[src/pkg/aasao_pkg.sv]
/*
 * Constants, opcode classes and register map of the accumulator datapath.
 * Assumes an AXI4-Lite master with a 12-bit byte address and 32-bit data.
 */
// Overview of operation
// [RL1] Pointer add sums a signed 6-bit literal into pointer pair 0 or 1.
// [RL2] Pointer pair results wrap modulo 65536, never saturate.
// [RL3] AND with immediate goes to accumulator; only zero flag changes.
// [RL4] Add immediate goes to accumulator; carry, digit carry, zero change.
// [RL5] AND with data register goes to chosen destination; zero flag only.
// [RL6] Destination select 0 writes accumulator, 1 writes the data register.
// [RL7] Add with data register goes to chosen destination; C, DC, Z change.
// [RL8] Arithmetic shift right moves bit 0 into carry; carry and zero change.
// [RL9] Arithmetic shift keeps the original bit 7 as the result sign.
// [RL10] Add with carry sums accumulator, data register and carry flag.
// [RL11] Pointer add takes one cycle, encoded 11 0001 0nkk kkkk.
// [RL12] Zero marks an all-zero result; carry from bit 7, digit from bit 3.
// [RL13] Data register address is 7 bits; pointer add leaves flags alone.
package aasao_pkg;

    // ------------------------------------------------------------------
    // Register map
    // ------------------------------------------------------------------
    localparam int          ADDR_W      = 12;
    localparam logic [11:0] OFS_INSTR   = 12'h000;
    localparam logic [11:0] OFS_ACCUM   = 12'h004;
    localparam logic [11:0] OFS_STATUS  = 12'h008;
    localparam logic [11:0] OFS_PTR0    = 12'h00c;
    localparam logic [11:0] OFS_PTR1    = 12'h010;
    localparam logic [11:0] OFS_DMEM    = 12'h200;
    localparam int          DMEM_LSB    = 9;

    // ------------------------------------------------------------------
    // Status fields and reset values
    // ------------------------------------------------------------------
    localparam int          ST_C        = 0;
    localparam int          ST_DC       = 1;
    localparam int          ST_Z        = 2;
    localparam int          ST_UNK      = 3;
    localparam logic [13:0] RST_INSTR   = 14'h0000;
    localparam logic [7:0]  RST_ACCUM   = 8'h00;
    localparam logic [3:0]  RST_STATUS  = 4'h0;
    localparam logic [15:0] RST_PTR     = 16'h0000;

    // ------------------------------------------------------------------
    // Opcodes, upper bits of the 14-bit instruction word
    // ------------------------------------------------------------------
    localparam logic [5:0]  OP_ADDI     = 6'h3e;
    localparam logic [5:0]  OP_ANDI     = 6'h39;
    localparam logic [5:0]  OP_ANDR     = 6'h05;
    localparam logic [5:0]  OP_ADDR     = 6'h07;
    localparam logic [5:0]  OP_ASR      = 6'h37;
    localparam logic [5:0]  OP_ADDC     = 6'h3d;
    localparam logic [6:0]  OP_PTR      = 7'h62;

    localparam logic [1:0]  RESP_OKAY   = 2'h0;
    localparam logic [1:0]  RESP_SLVERR = 2'h2;

    typedef enum logic [2:0] {
        OPK_NONE = 3'h0,
        OPK_ADDI = 3'h1,
        OPK_ANDI = 3'h2,
        OPK_ANDR = 3'h3,
        OPK_ADDR = 3'h4,
        OPK_ASR  = 3'h5,
        OPK_ADDC = 3'h6,
        OPK_PTR  = 3'h7
    } aasao_op_e;

endpackage : aasao_pkg

[src/hdl/aasao_add8.sv]
/*
 * Byte adder with carry in, carry out of the top bit and of bit 3.
 * Purely combinational; the caller registers the results.
 */
`timescale 1ns/1ps
module aasao_add8 #(
    parameter int W = 8
) (
    input  wire logic [W-1:0] a,
    input  wire logic [W-1:0] b,
    input  wire logic         cin,
    output logic      [W-1:0] sum,
    output logic              carry,
    output logic              half
);

    logic [4:0]   lo;
    logic [W-4:0] hi;

    // ------------------------------------------------------------------
    // Split at the nibble so the digit carry needs no extra adder
    // ------------------------------------------------------------------
    always_comb begin
        lo    = {1'b0, a[3:0]} + {1'b0, b[3:0]} + {4'h0, cin};
        hi    = {1'b0, a[W-1:4]} + {1'b0, b[W-1:4]} + {{(W-4){1'b0}}, lo[4]};
        sum   = {hi[W-5:0], lo[3:0]};
        carry = hi[W-4];                                   // [RL12]
        half  = lo[4];                                     // [RL12]
    end

endmodule : aasao_add8

[src/hdl/aasao_ptr_add.sv]
/*
 * Pointer pair adder: sign-extends a short literal onto a wide pointer.
 * Purely combinational; the result wraps at the pointer width.
 */
`timescale 1ns/1ps
module aasao_ptr_add #(
    parameter int PW = 16,
    parameter int KW = 6
) (
    input  wire logic [PW-1:0] ptr,
    input  wire logic [KW-1:0] k,
    output logic      [PW-1:0] sum
);

    // ------------------------------------------------------------------
    // Carry out of the top bit is dropped, so the pointer wraps
    // ------------------------------------------------------------------
    always_comb begin
        sum = ptr + {{(PW-KW){k[KW-1]}}, k};               // [RL1] [RL2]
    end

endmodule : aasao_ptr_add

[src/hdl/aasao_exec.sv]
/*
 * Accumulator datapath behind an AXI4-Lite slave: a write to the
 * instruction register executes one instruction in the same cycle.
 * Assumes a single AXI4-Lite master on aclk with synchronous reset.
 */
// The implementer's own choices: the address map and the AXI4-Lite register port.
`timescale 1ns/1ps
module aasao_exec
    import aasao_pkg::*;
#(
    parameter int DATA_ADDR_W = 7
) (
    input  wire logic              aclk,
    input  wire logic              aresetn,
    input  wire logic [ADDR_W-1:0] s_axi_awaddr,
    input  wire logic              s_axi_awvalid,
    output logic                   s_axi_awready,
    input  wire logic [31:0]       s_axi_wdata,
    input  wire logic [3:0]        s_axi_wstrb,
    input  wire logic              s_axi_wvalid,
    output logic                   s_axi_wready,
    output logic [1:0]             s_axi_bresp,
    output logic                   s_axi_bvalid,
    input  wire logic              s_axi_bready,
    input  wire logic [ADDR_W-1:0] s_axi_araddr,
    input  wire logic              s_axi_arvalid,
    output logic                   s_axi_arready,
    output logic [31:0]            s_axi_rdata,
    output logic [1:0]             s_axi_rresp,
    output logic                   s_axi_rvalid,
    input  wire logic              s_axi_rready
);

    localparam int DMEM_DEPTH = 2 ** DATA_ADDR_W;

    // ------------------------------------------------------------------
    // Architectural state
    // ------------------------------------------------------------------
    logic [7:0]              dmem [DMEM_DEPTH];
    logic [13:0]             instr;
    logic [7:0]              accum;
    logic [3:0]              status;
    logic [15:0]             ptr0;
    logic [15:0]             ptr1;

    // ------------------------------------------------------------------
    // Bus side signals
    // ------------------------------------------------------------------
    logic                    aw_held;
    logic                    w_held;
    logic                    next_aw_held;
    logic                    next_w_held;
    logic [ADDR_W-1:0]       waddr_q;
    logic [31:0]             wdata_q;
    logic [3:0]              wstrb_q;
    logic                    do_write;
    logic [32:0]             wmap;
    logic [32:0]             rmap;
    logic [31:0]             wmask;
    logic [31:0]             wnew;
    logic                    sw_wr;

    // ------------------------------------------------------------------
    // Execute side signals
    // ------------------------------------------------------------------
    logic                    exec;
    aasao_op_e               ex_op;
    logic [DATA_ADDR_W-1:0]  ex_fa;
    logic [7:0]              ex_f;
    logic [7:0]              ex_k8;
    logic                    ex_d;
    logic                    ex_n;
    logic [5:0]              ex_k6;
    logic [7:0]              add_b;
    logic                    add_cin;
    logic [7:0]              add_sum;
    logic                    add_c;
    logic                    add_dc;
    logic [15:0]             ptr_sel;
    logic [15:0]             ptr_sum;
    logic [7:0]              res;
    logic                    res_to_acc;
    logic                    res_to_reg;
    logic [3:0]              next_status;

    // ------------------------------------------------------------------
    // Address map lookup, shared by the read and the write path
    // ------------------------------------------------------------------
    function automatic logic [32:0] map_word(input logic [ADDR_W-1:0] a);
        logic [ADDR_W-1:0] aw;
        aw = {a[ADDR_W-1:2], 2'b00};
        map_word = {1'b1, 32'h0000_0000};
        if (aw[ADDR_W-1:DMEM_LSB] == OFS_DMEM[ADDR_W-1:DMEM_LSB]) begin
            map_word[31:0] = {24'h00_0000, dmem[aw[DATA_ADDR_W+1:2]]};
        end else begin
            case (aw)
                OFS_INSTR:  map_word[31:0] = {18'h0_0000, instr};
                OFS_ACCUM:  map_word[31:0] = {24'h00_0000, accum};
                OFS_STATUS: map_word[31:0] = {28'h000_0000, status};
                OFS_PTR0:   map_word[31:0] = {16'h0000, ptr0};
                OFS_PTR1:   map_word[31:0] = {16'h0000, ptr1};
                default:    map_word = 33'h0_0000_0000;
            endcase
        end
    endfunction : map_word

    // ------------------------------------------------------------------
    // Write channels: address and data are taken in either order
    // ------------------------------------------------------------------
    always_comb begin
        do_write     = aw_held && w_held && !s_axi_bvalid;
        next_aw_held = do_write ? 1'b0
                     : (aw_held || (s_axi_awvalid && s_axi_awready));
        next_w_held  = do_write ? 1'b0
                     : (w_held || (s_axi_wvalid && s_axi_wready));
    end

    always_ff @(posedge aclk) begin
        if (!aresetn) begin
            aw_held       <= 1'b0;
            w_held        <= 1'b0;
            s_axi_awready <= 1'b0;
            s_axi_wready  <= 1'b0;
        end else begin
            aw_held       <= next_aw_held;
            w_held        <= next_w_held;
            s_axi_awready <= !next_aw_held;
            s_axi_wready  <= !next_w_held;
        end
    end

    always_ff @(posedge aclk) begin
        if (!aresetn) begin
            waddr_q <= 12'h000;
            wdata_q <= 32'h0000_0000;
            wstrb_q <= 4'h0;
        end else begin
            if (s_axi_awvalid && s_axi_awready) begin
                waddr_q <= {s_axi_awaddr[ADDR_W-1:2], 2'b00};
            end
            if (s_axi_wvalid && s_axi_wready) begin
                wdata_q <= s_axi_wdata;
                wstrb_q <= s_axi_wstrb;
            end
        end
    end

    // Strobes merge new bytes into the current word of the target
    always_comb begin
        wmap  = map_word(waddr_q);
        wmask = {{8{wstrb_q[3]}}, {8{wstrb_q[2]}},
                 {8{wstrb_q[1]}}, {8{wstrb_q[0]}}};
        wnew  = (wmap[31:0] & ~wmask) | (wdata_q & wmask);
        sw_wr = do_write && wmap[32];
    end

    always_ff @(posedge aclk) begin
        if (!aresetn) begin
            s_axi_bvalid <= 1'b0;
            s_axi_bresp  <= RESP_OKAY;
        end else if (do_write) begin
            s_axi_bvalid <= 1'b1;
            s_axi_bresp  <= wmap[32] ? RESP_OKAY : RESP_SLVERR;
        end else if (s_axi_bready) begin
            s_axi_bvalid <= 1'b0;
        end
    end

    // ------------------------------------------------------------------
    // Read channel: one outstanding read, answered at the taking edge
    // ------------------------------------------------------------------
    always_comb begin
        rmap = map_word(s_axi_araddr);
    end

    always_ff @(posedge aclk) begin
        if (!aresetn) begin
            s_axi_arready <= 1'b1;
            s_axi_rvalid  <= 1'b0;
            s_axi_rdata   <= 32'h0000_0000;
            s_axi_rresp   <= RESP_OKAY;
        end else if (s_axi_arvalid && s_axi_arready) begin
            s_axi_arready <= 1'b0;
            s_axi_rvalid  <= 1'b1;
            s_axi_rdata   <= rmap[31:0];
            s_axi_rresp   <= rmap[32] ? RESP_OKAY : RESP_SLVERR;
        end else if (s_axi_rvalid && s_axi_rready) begin
            s_axi_arready <= 1'b1;
            s_axi_rvalid  <= 1'b0;
        end
    end

    // ------------------------------------------------------------------
    // Decode: the instruction word executes on the cycle it is written
    // ------------------------------------------------------------------
    always_comb begin
        exec  = sw_wr && (waddr_q == OFS_INSTR);           // [RL11]
        ex_fa = wnew[DATA_ADDR_W-1:0];                     // [RL13]
        ex_f  = dmem[ex_fa];
        ex_k8 = wnew[7:0];
        ex_d  = wnew[7];
        ex_n  = wnew[6];
        ex_k6 = wnew[5:0];
        ex_op = OPK_NONE;
        if (wnew[13:7] == OP_PTR) begin
            ex_op = OPK_PTR;                               // [RL11]
        end else begin
            case (wnew[13:8])
                OP_ADDI: ex_op = OPK_ADDI;
                OP_ANDI: ex_op = OPK_ANDI;
                OP_ANDR: ex_op = OPK_ANDR;
                OP_ADDR: ex_op = OPK_ADDR;
                OP_ASR:  ex_op = OPK_ASR;
                OP_ADDC: ex_op = OPK_ADDC;
                default: ex_op = OPK_NONE;
            endcase
        end
    end

    // One adder serves every byte add; the carry-in only for add with carry
    always_comb begin
        add_b   = (ex_op == OPK_ADDI) ? ex_k8 : ex_f;
        add_cin = (ex_op == OPK_ADDC) ? status[ST_C] : 1'b0; // [RL10]
        ptr_sel = ex_n ? ptr1 : ptr0;                      // [RL1]
    end

    aasao_add8 #(
        .W     (8)
    ) u_add (
        .a     (accum),
        .b     (add_b),
        .cin   (add_cin),
        .sum   (add_sum),
        .carry (add_c),
        .half  (add_dc)
    );

    aasao_ptr_add #(
        .PW  (16),
        .KW  (6)
    ) u_ptr (
        .ptr (ptr_sel),
        .k   (ex_k6),
        .sum (ptr_sum)
    );

    // ------------------------------------------------------------------
    // Result routing and flag update
    // ------------------------------------------------------------------
    always_comb begin
        res         = 8'h00;
        res_to_acc  = 1'b0;
        res_to_reg  = 1'b0;
        next_status = status;
        unique case (ex_op)
            OPK_ADDI: begin
                res        = add_sum;                      // [RL4]
                res_to_acc = 1'b1;
                next_status[ST_C]  = add_c;
                next_status[ST_DC] = add_dc;
            end
            OPK_ANDI: begin
                res        = accum & ex_k8;                // [RL3]
                res_to_acc = 1'b1;
            end
            OPK_ANDR: begin
                res = accum & ex_f;                        // [RL5]
            end
            OPK_ADDR, OPK_ADDC: begin
                res = add_sum;                             // [RL7] [RL10]
                next_status[ST_C]  = add_c;
                next_status[ST_DC] = add_dc;
            end
            OPK_ASR: begin
                res = {ex_f[7], ex_f[7:1]};                // [RL8] [RL9]
                next_status[ST_C] = ex_f[0];               // [RL8]
            end
            OPK_PTR: begin
                res = 8'h00;                               // [RL13]
            end
            OPK_NONE: begin
                next_status[ST_UNK] = 1'b1;
            end
        endcase
        if (ex_op != OPK_PTR && ex_op != OPK_NONE) begin
            next_status[ST_Z] = (res == 8'h00);            // [RL12]
        end
        if (ex_op == OPK_ANDR || ex_op == OPK_ADDR
            || ex_op == OPK_ADDC || ex_op == OPK_ASR) begin
            res_to_acc = !ex_d;                            // [RL6]
            res_to_reg = ex_d;                             // [RL6]
        end
    end

    // ------------------------------------------------------------------
    // State updates: a bus write to another register and an execution never share a cycle
    // ------------------------------------------------------------------
    always_ff @(posedge aclk) begin
        if (!aresetn) begin
            instr <= RST_INSTR;
        end else if (exec) begin
            instr <= wnew[13:0];
        end
    end

    always_ff @(posedge aclk) begin
        if (!aresetn) begin
            accum <= RST_ACCUM;
        end else if (exec && res_to_acc) begin
            accum <= res;
        end else if (sw_wr && waddr_q == OFS_ACCUM) begin
            accum <= wnew[7:0];
        end
    end

    always_ff @(posedge aclk) begin
        if (!aresetn) begin
            status <= RST_STATUS;
        end else if (exec) begin
            status <= next_status;
        end else if (sw_wr && waddr_q == OFS_STATUS) begin
            status <= wnew[3:0];
        end
    end

    always_ff @(posedge aclk) begin
        if (!aresetn) begin
            ptr0 <= RST_PTR;
            ptr1 <= RST_PTR;
        end else if (exec && ex_op == OPK_PTR) begin
            if (ex_n) begin
                ptr1 <= ptr_sum;                           // [RL1] [RL2]
            end else begin
                ptr0 <= ptr_sum;                           // [RL1] [RL2]
            end
        end else if (sw_wr && waddr_q == OFS_PTR0) begin
            ptr0 <= wnew[15:0];
        end else if (sw_wr && waddr_q == OFS_PTR1) begin
            ptr1 <= wnew[15:0];
        end
    end

    // Data memory holds no reset; software loads it before use
    always_ff @(posedge aclk) begin
        if (exec && res_to_reg) begin
            dmem[ex_fa] <= res;                            // [RL6]
        end else if (sw_wr && waddr_q[ADDR_W-1:DMEM_LSB]
                     == OFS_DMEM[ADDR_W-1:DMEM_LSB]) begin
            dmem[waddr_q[DATA_ADDR_W+1:2]] <= wnew[7:0];
        end
    end
endmodule : aasao_exec

[config.mk]
export PLATFORM = sky130hd
export DESIGN_NAME = aasao_exec
export DESIGN_NICKNAME = d
export VERILOG_FILES = /design/src/pkg/aasao_pkg.sv /design/src/hdl/aasao_add8.sv /design/src/hdl/aasao_ptr_add.sv /design/src/hdl/aasao_exec.sv
export SDC_FILE = /design/constraint.sdc
export NUM_CORES = 2
export LEC_CHECK = 0
export BUFFER_PORTS_ARGS = -buffer_cell sky130_fd_sc_hd__buf_2
export CORE_ASPECT_RATIO = 1.4
export CORE_MARGIN = 2
export CORE_UTILIZATION = 40
export DETAILED_ROUTE_END_ITERATION = 16
export SLEW_MARGIN = 15
export SYNTH_ARGS = -nofsm -noshare
export SYNTH_HDL_FRONTEND = slang
export SYNTH_SLANG_ARGS = --single-unit
[constraint.sdc]
create_clock -name aclk -period 20.3 [get_ports aclk]
set_input_delay 6.09 -clock aclk [delete_from_list [all_inputs] [get_ports aclk]]
set_output_delay 6.09 -clock aclk [all_outputs]
set_load 0.01 [all_outputs]
==> summary.txt <==
Setup path
  – Worst-path fanout max: 100
  – Reg2reg path depth: 31
  – Crit path kind: reg2reg
  – Most used cell, CP: buf_4
  – Critical Path RT: 20.77 ns
  – Crit path DAT: 13.61 ns
  – Crit path capture type: register
  – Startpoint Class: register
  – Crit-path max cell delay: roughly 0.9 ns
  – Slowest CP cell: dfxtp_4

Place
  – Placement Cell Area: ~68,000 um2
  – IO buf count: 67
  – Final HPWL DP: 188,000 um
  – GPL Wtd Cong: 1.02

Clock network
  – H-tree levels: 3
  – Clock transition at the registers of the reported paths: approximately 0.06 ns
  – CTS sink cnt: 1,142
  – Post-CTS Setup Inserts: 0
  – Clock tree buffer depth: 3
  – Cts repair resizes: 0
  – Clk root buf: clkbuf_16
  – CTS tree: yes
  – Hold buffer count at cts: 0
  – CTS buffer count: 107
  – Worst skew pair latency: 0.81 ns

STA
  – Peak Freq: 0.0761 GHz
  – RSZ-0062 raised after global routing: false
  – Shortest period the worst path allows: between 10 and 15 ns
  – TNS Setup: 0 ns
  – Fin Clk Skew: 0.0426 ns
  – Max-slew headroom: between 10% and 20%
  – Slew @ Worst Pin: 1.33 ns
  – Slew Viols, Final: 0
  – Final Hold Vio Count: 0
  – Setup violations, final: 0
  – Final period util: 64.7%

GRT
  – GRT overflow: 0
  – GR Util All Layers: between 30% and 40%
  – Initial antenna violation count: 27
  – Vias in the first global route: 47,549
  – Largest net degree at the start of global routing: 113
  – First-pass GRT wire length: 386,000 um

Drt
  – DRT Pass-1 Iters: 9
  – DRC Markers: 0
  – Wire per inst: 39.9 um
  – Routed WL: 282,000 um
  – Drt first-iter violations: 7,712
  – Routed Antenna Nets: 0
  – Vias/cell: 7.07
  – Via count: approximately 50,000

Die
  – Core box area: 162,000 um2
  – Num ports: 108
  – Die area: 167,000 um2
  – Initial Utilization: 40.3%
  – Cell Rows: 175
  – Die width: 346 um
  – Die Height: roughly 480 um

Pwr
  – Pleak: 21.2 nW
  – PwrDens: 73.8 nW/um2
  – Max IR drop VDD: approximately 0.074 mV

Outcome
  – Outcome: finished clean

Hold path
  – Worst Hold Depth: 2
  – Min-delay src: wdata_q[10]
  – Worst hold path class: reg2reg

Synth
  – Synthesized flop and latch total: 1,142
  – Ys Warns: 0
  – Post-synth EDFFs: 1,024
  – Distinct cells, synth: roughly 100
  – Sequential share of the synthesized area: about half
  – Top FF cell, synth: edfxtp_1
  – Post-synthesis cell count: between 4,000 and 5,000
  – Syn_area_per_cell: 13.5 um2
  – Async set or reset register ratio after synthesis: 0%
  – Post-synthesis cell area: 65,300 um2

Cells and area
  – Fillers: about 15,000
  – Share of layout cells above drive strength 1: between 20% and 30%
  – Area of the multi-input gates: 30,100 um2
  – Design area: 71,900 um2
  – Storage element area: 33,100 um2
  – Nets: 4,937
  – Synthesis-to-layout area growth: 9.95%

Job
  – Maxcap violations: 0
per-stage QoR:
step / instances / power (W) / setup WS, ns / hold slack, ns / utilization, %
detailed placement: 6855 / 0.00316 / 7.82 / 0.452 / 42.0
global route: 7063 / 0.00538 / 7.10 / 0.482 / 44.3
finish: 7072 / 0.00530 / 7.16 / 0.463 / 44.3
global placement: 6855 / 0.00316 / 7.97 / 0.445 / 42.0
floorplan: 4873 / 0.00294 / 9.68 / 0.436 / -
CTS: 7058 / 0.00526 / 7.83 / 0.459 / 44.2
placed cells by master (no fill, tap or decap), drive strengths merged, types with 18 or more instances in the layout:
cell,instances
a32oi,63
clkbuf,133
mux2i,292
edfxtp,1024
nor3,42
conb,18
a31oi,41
a21oi,278
a221oi,19
buf,288
mux4,614
nand3,170
nand2,664
a22oi,105
ha,21
mux2,43
a22o,27
clkinv,43
nor2,326
dfxtp,118
nor2b,21
inv,36
o21ai,135
o22ai,29
a211oi,37
power breakdown:
group	switching, W	leakage, nW	internal [W]	total [W]
logic	0.000416	10.3	0.000193	0.000610
clock network	0.000973	1.76	0.00118	0.00215
registers	0.0000120	9.07	0.00253	0.00254
total	0.00140	21.2	0.00390	0.00530
cell usage after synthesis (all sizes together), types with 105 or more instances:
cell type / instances / area (um2)
o21ai: 135 / 676
nor2: 326 / 1260
a22oi: 105 / 788
nand3: 170 / 851
edfxtp: 1024 / 30700
a21oi: 278 / 1410
mux2i: 292 / 2920
clkbuf: 162 / 608
mux4: 614 / 13800
buf: 266 / 1730
nand2: 664 / 2490
dfxtp: 118 / 2360
kinds of logic after synthesis:
kind of cell,share of synthesized area [%]
XOR/XNOR,0.174
other,0.00574
flip-flops,50.7
AO/OA/AOI/OAI,9.53
multiplexers,26.4
buffers and inverters,3.77
adder cells (fa/ha/maj),0.555
AND/OR/NAND/NOR,8.91
registers in the layout, indices dropped and copies added, names as in the netlist, named ones only:
signal / count
wdata_q: 16
wstrb_q: 2
instr: 14
s_axi_arready: 1
s_axi_rvalid: 1
ptr1: 16
s_axi_bvalid: 1
s_axi_rdata: 16
dmem: 1024
s_axi_bresp: 1
w_held: 1
aw_held: 1
waddr_q: 10
s_axi_rresp: 1
s_axi_wready: 1
accum: 8
status: 4
s_axi_awready: 1
ptr0: 16
layout make-up:
| type | count | area share [%] |
|---|---|---|
| Inverter | 33 | 0.212 |
| Sequential cell | 1142 | 46.1 |
| Multi-Input combinational cell | 3270 | 41.9 |
| Timing Repair Buffer | 290 | 3.01 |
| Tap cell | 2124 | 3.70 |
| Clock buffer | 131 | 4.07 |
| Clock inverter | 72 | 1.00 |
| Antenna cell | 10 | 0.0348 |
metal layers:
metal  GRT usage (%)  vias to the layer above  share of wire, %
li1                -                    19420                 -
met1            37.2                    25350                31
met2            51.8                     4067                45
met3            9.25                     1140                12
met4            31.6                       24                12
met5               0                        -             0.059
path summary, 6_finish.rpt:
path                               endpoint  slack (ns)
worst min-delay path            wdata_q[10]        0.46
worst min register to register  wdata_q[10]        0.46
worst max register to register   dmem[5][5]        7.16
worst max-delay path             dmem[5][5]        7.16
worst max-delay path, delay by kind of cell (launching register included):
family | cells | cell delay (ns)
muxes | 3 | 0.85
DFF | 1 | 0.89
buffers and inverters | 8 | 4.20
AOI/OAI and AO/OA | 12 | 3.81
and+or+nand+nor | 4 | 0.68
adders and majority gates | 4 | 1.90
Note: power is estimated with default switching activity, not from simulation.
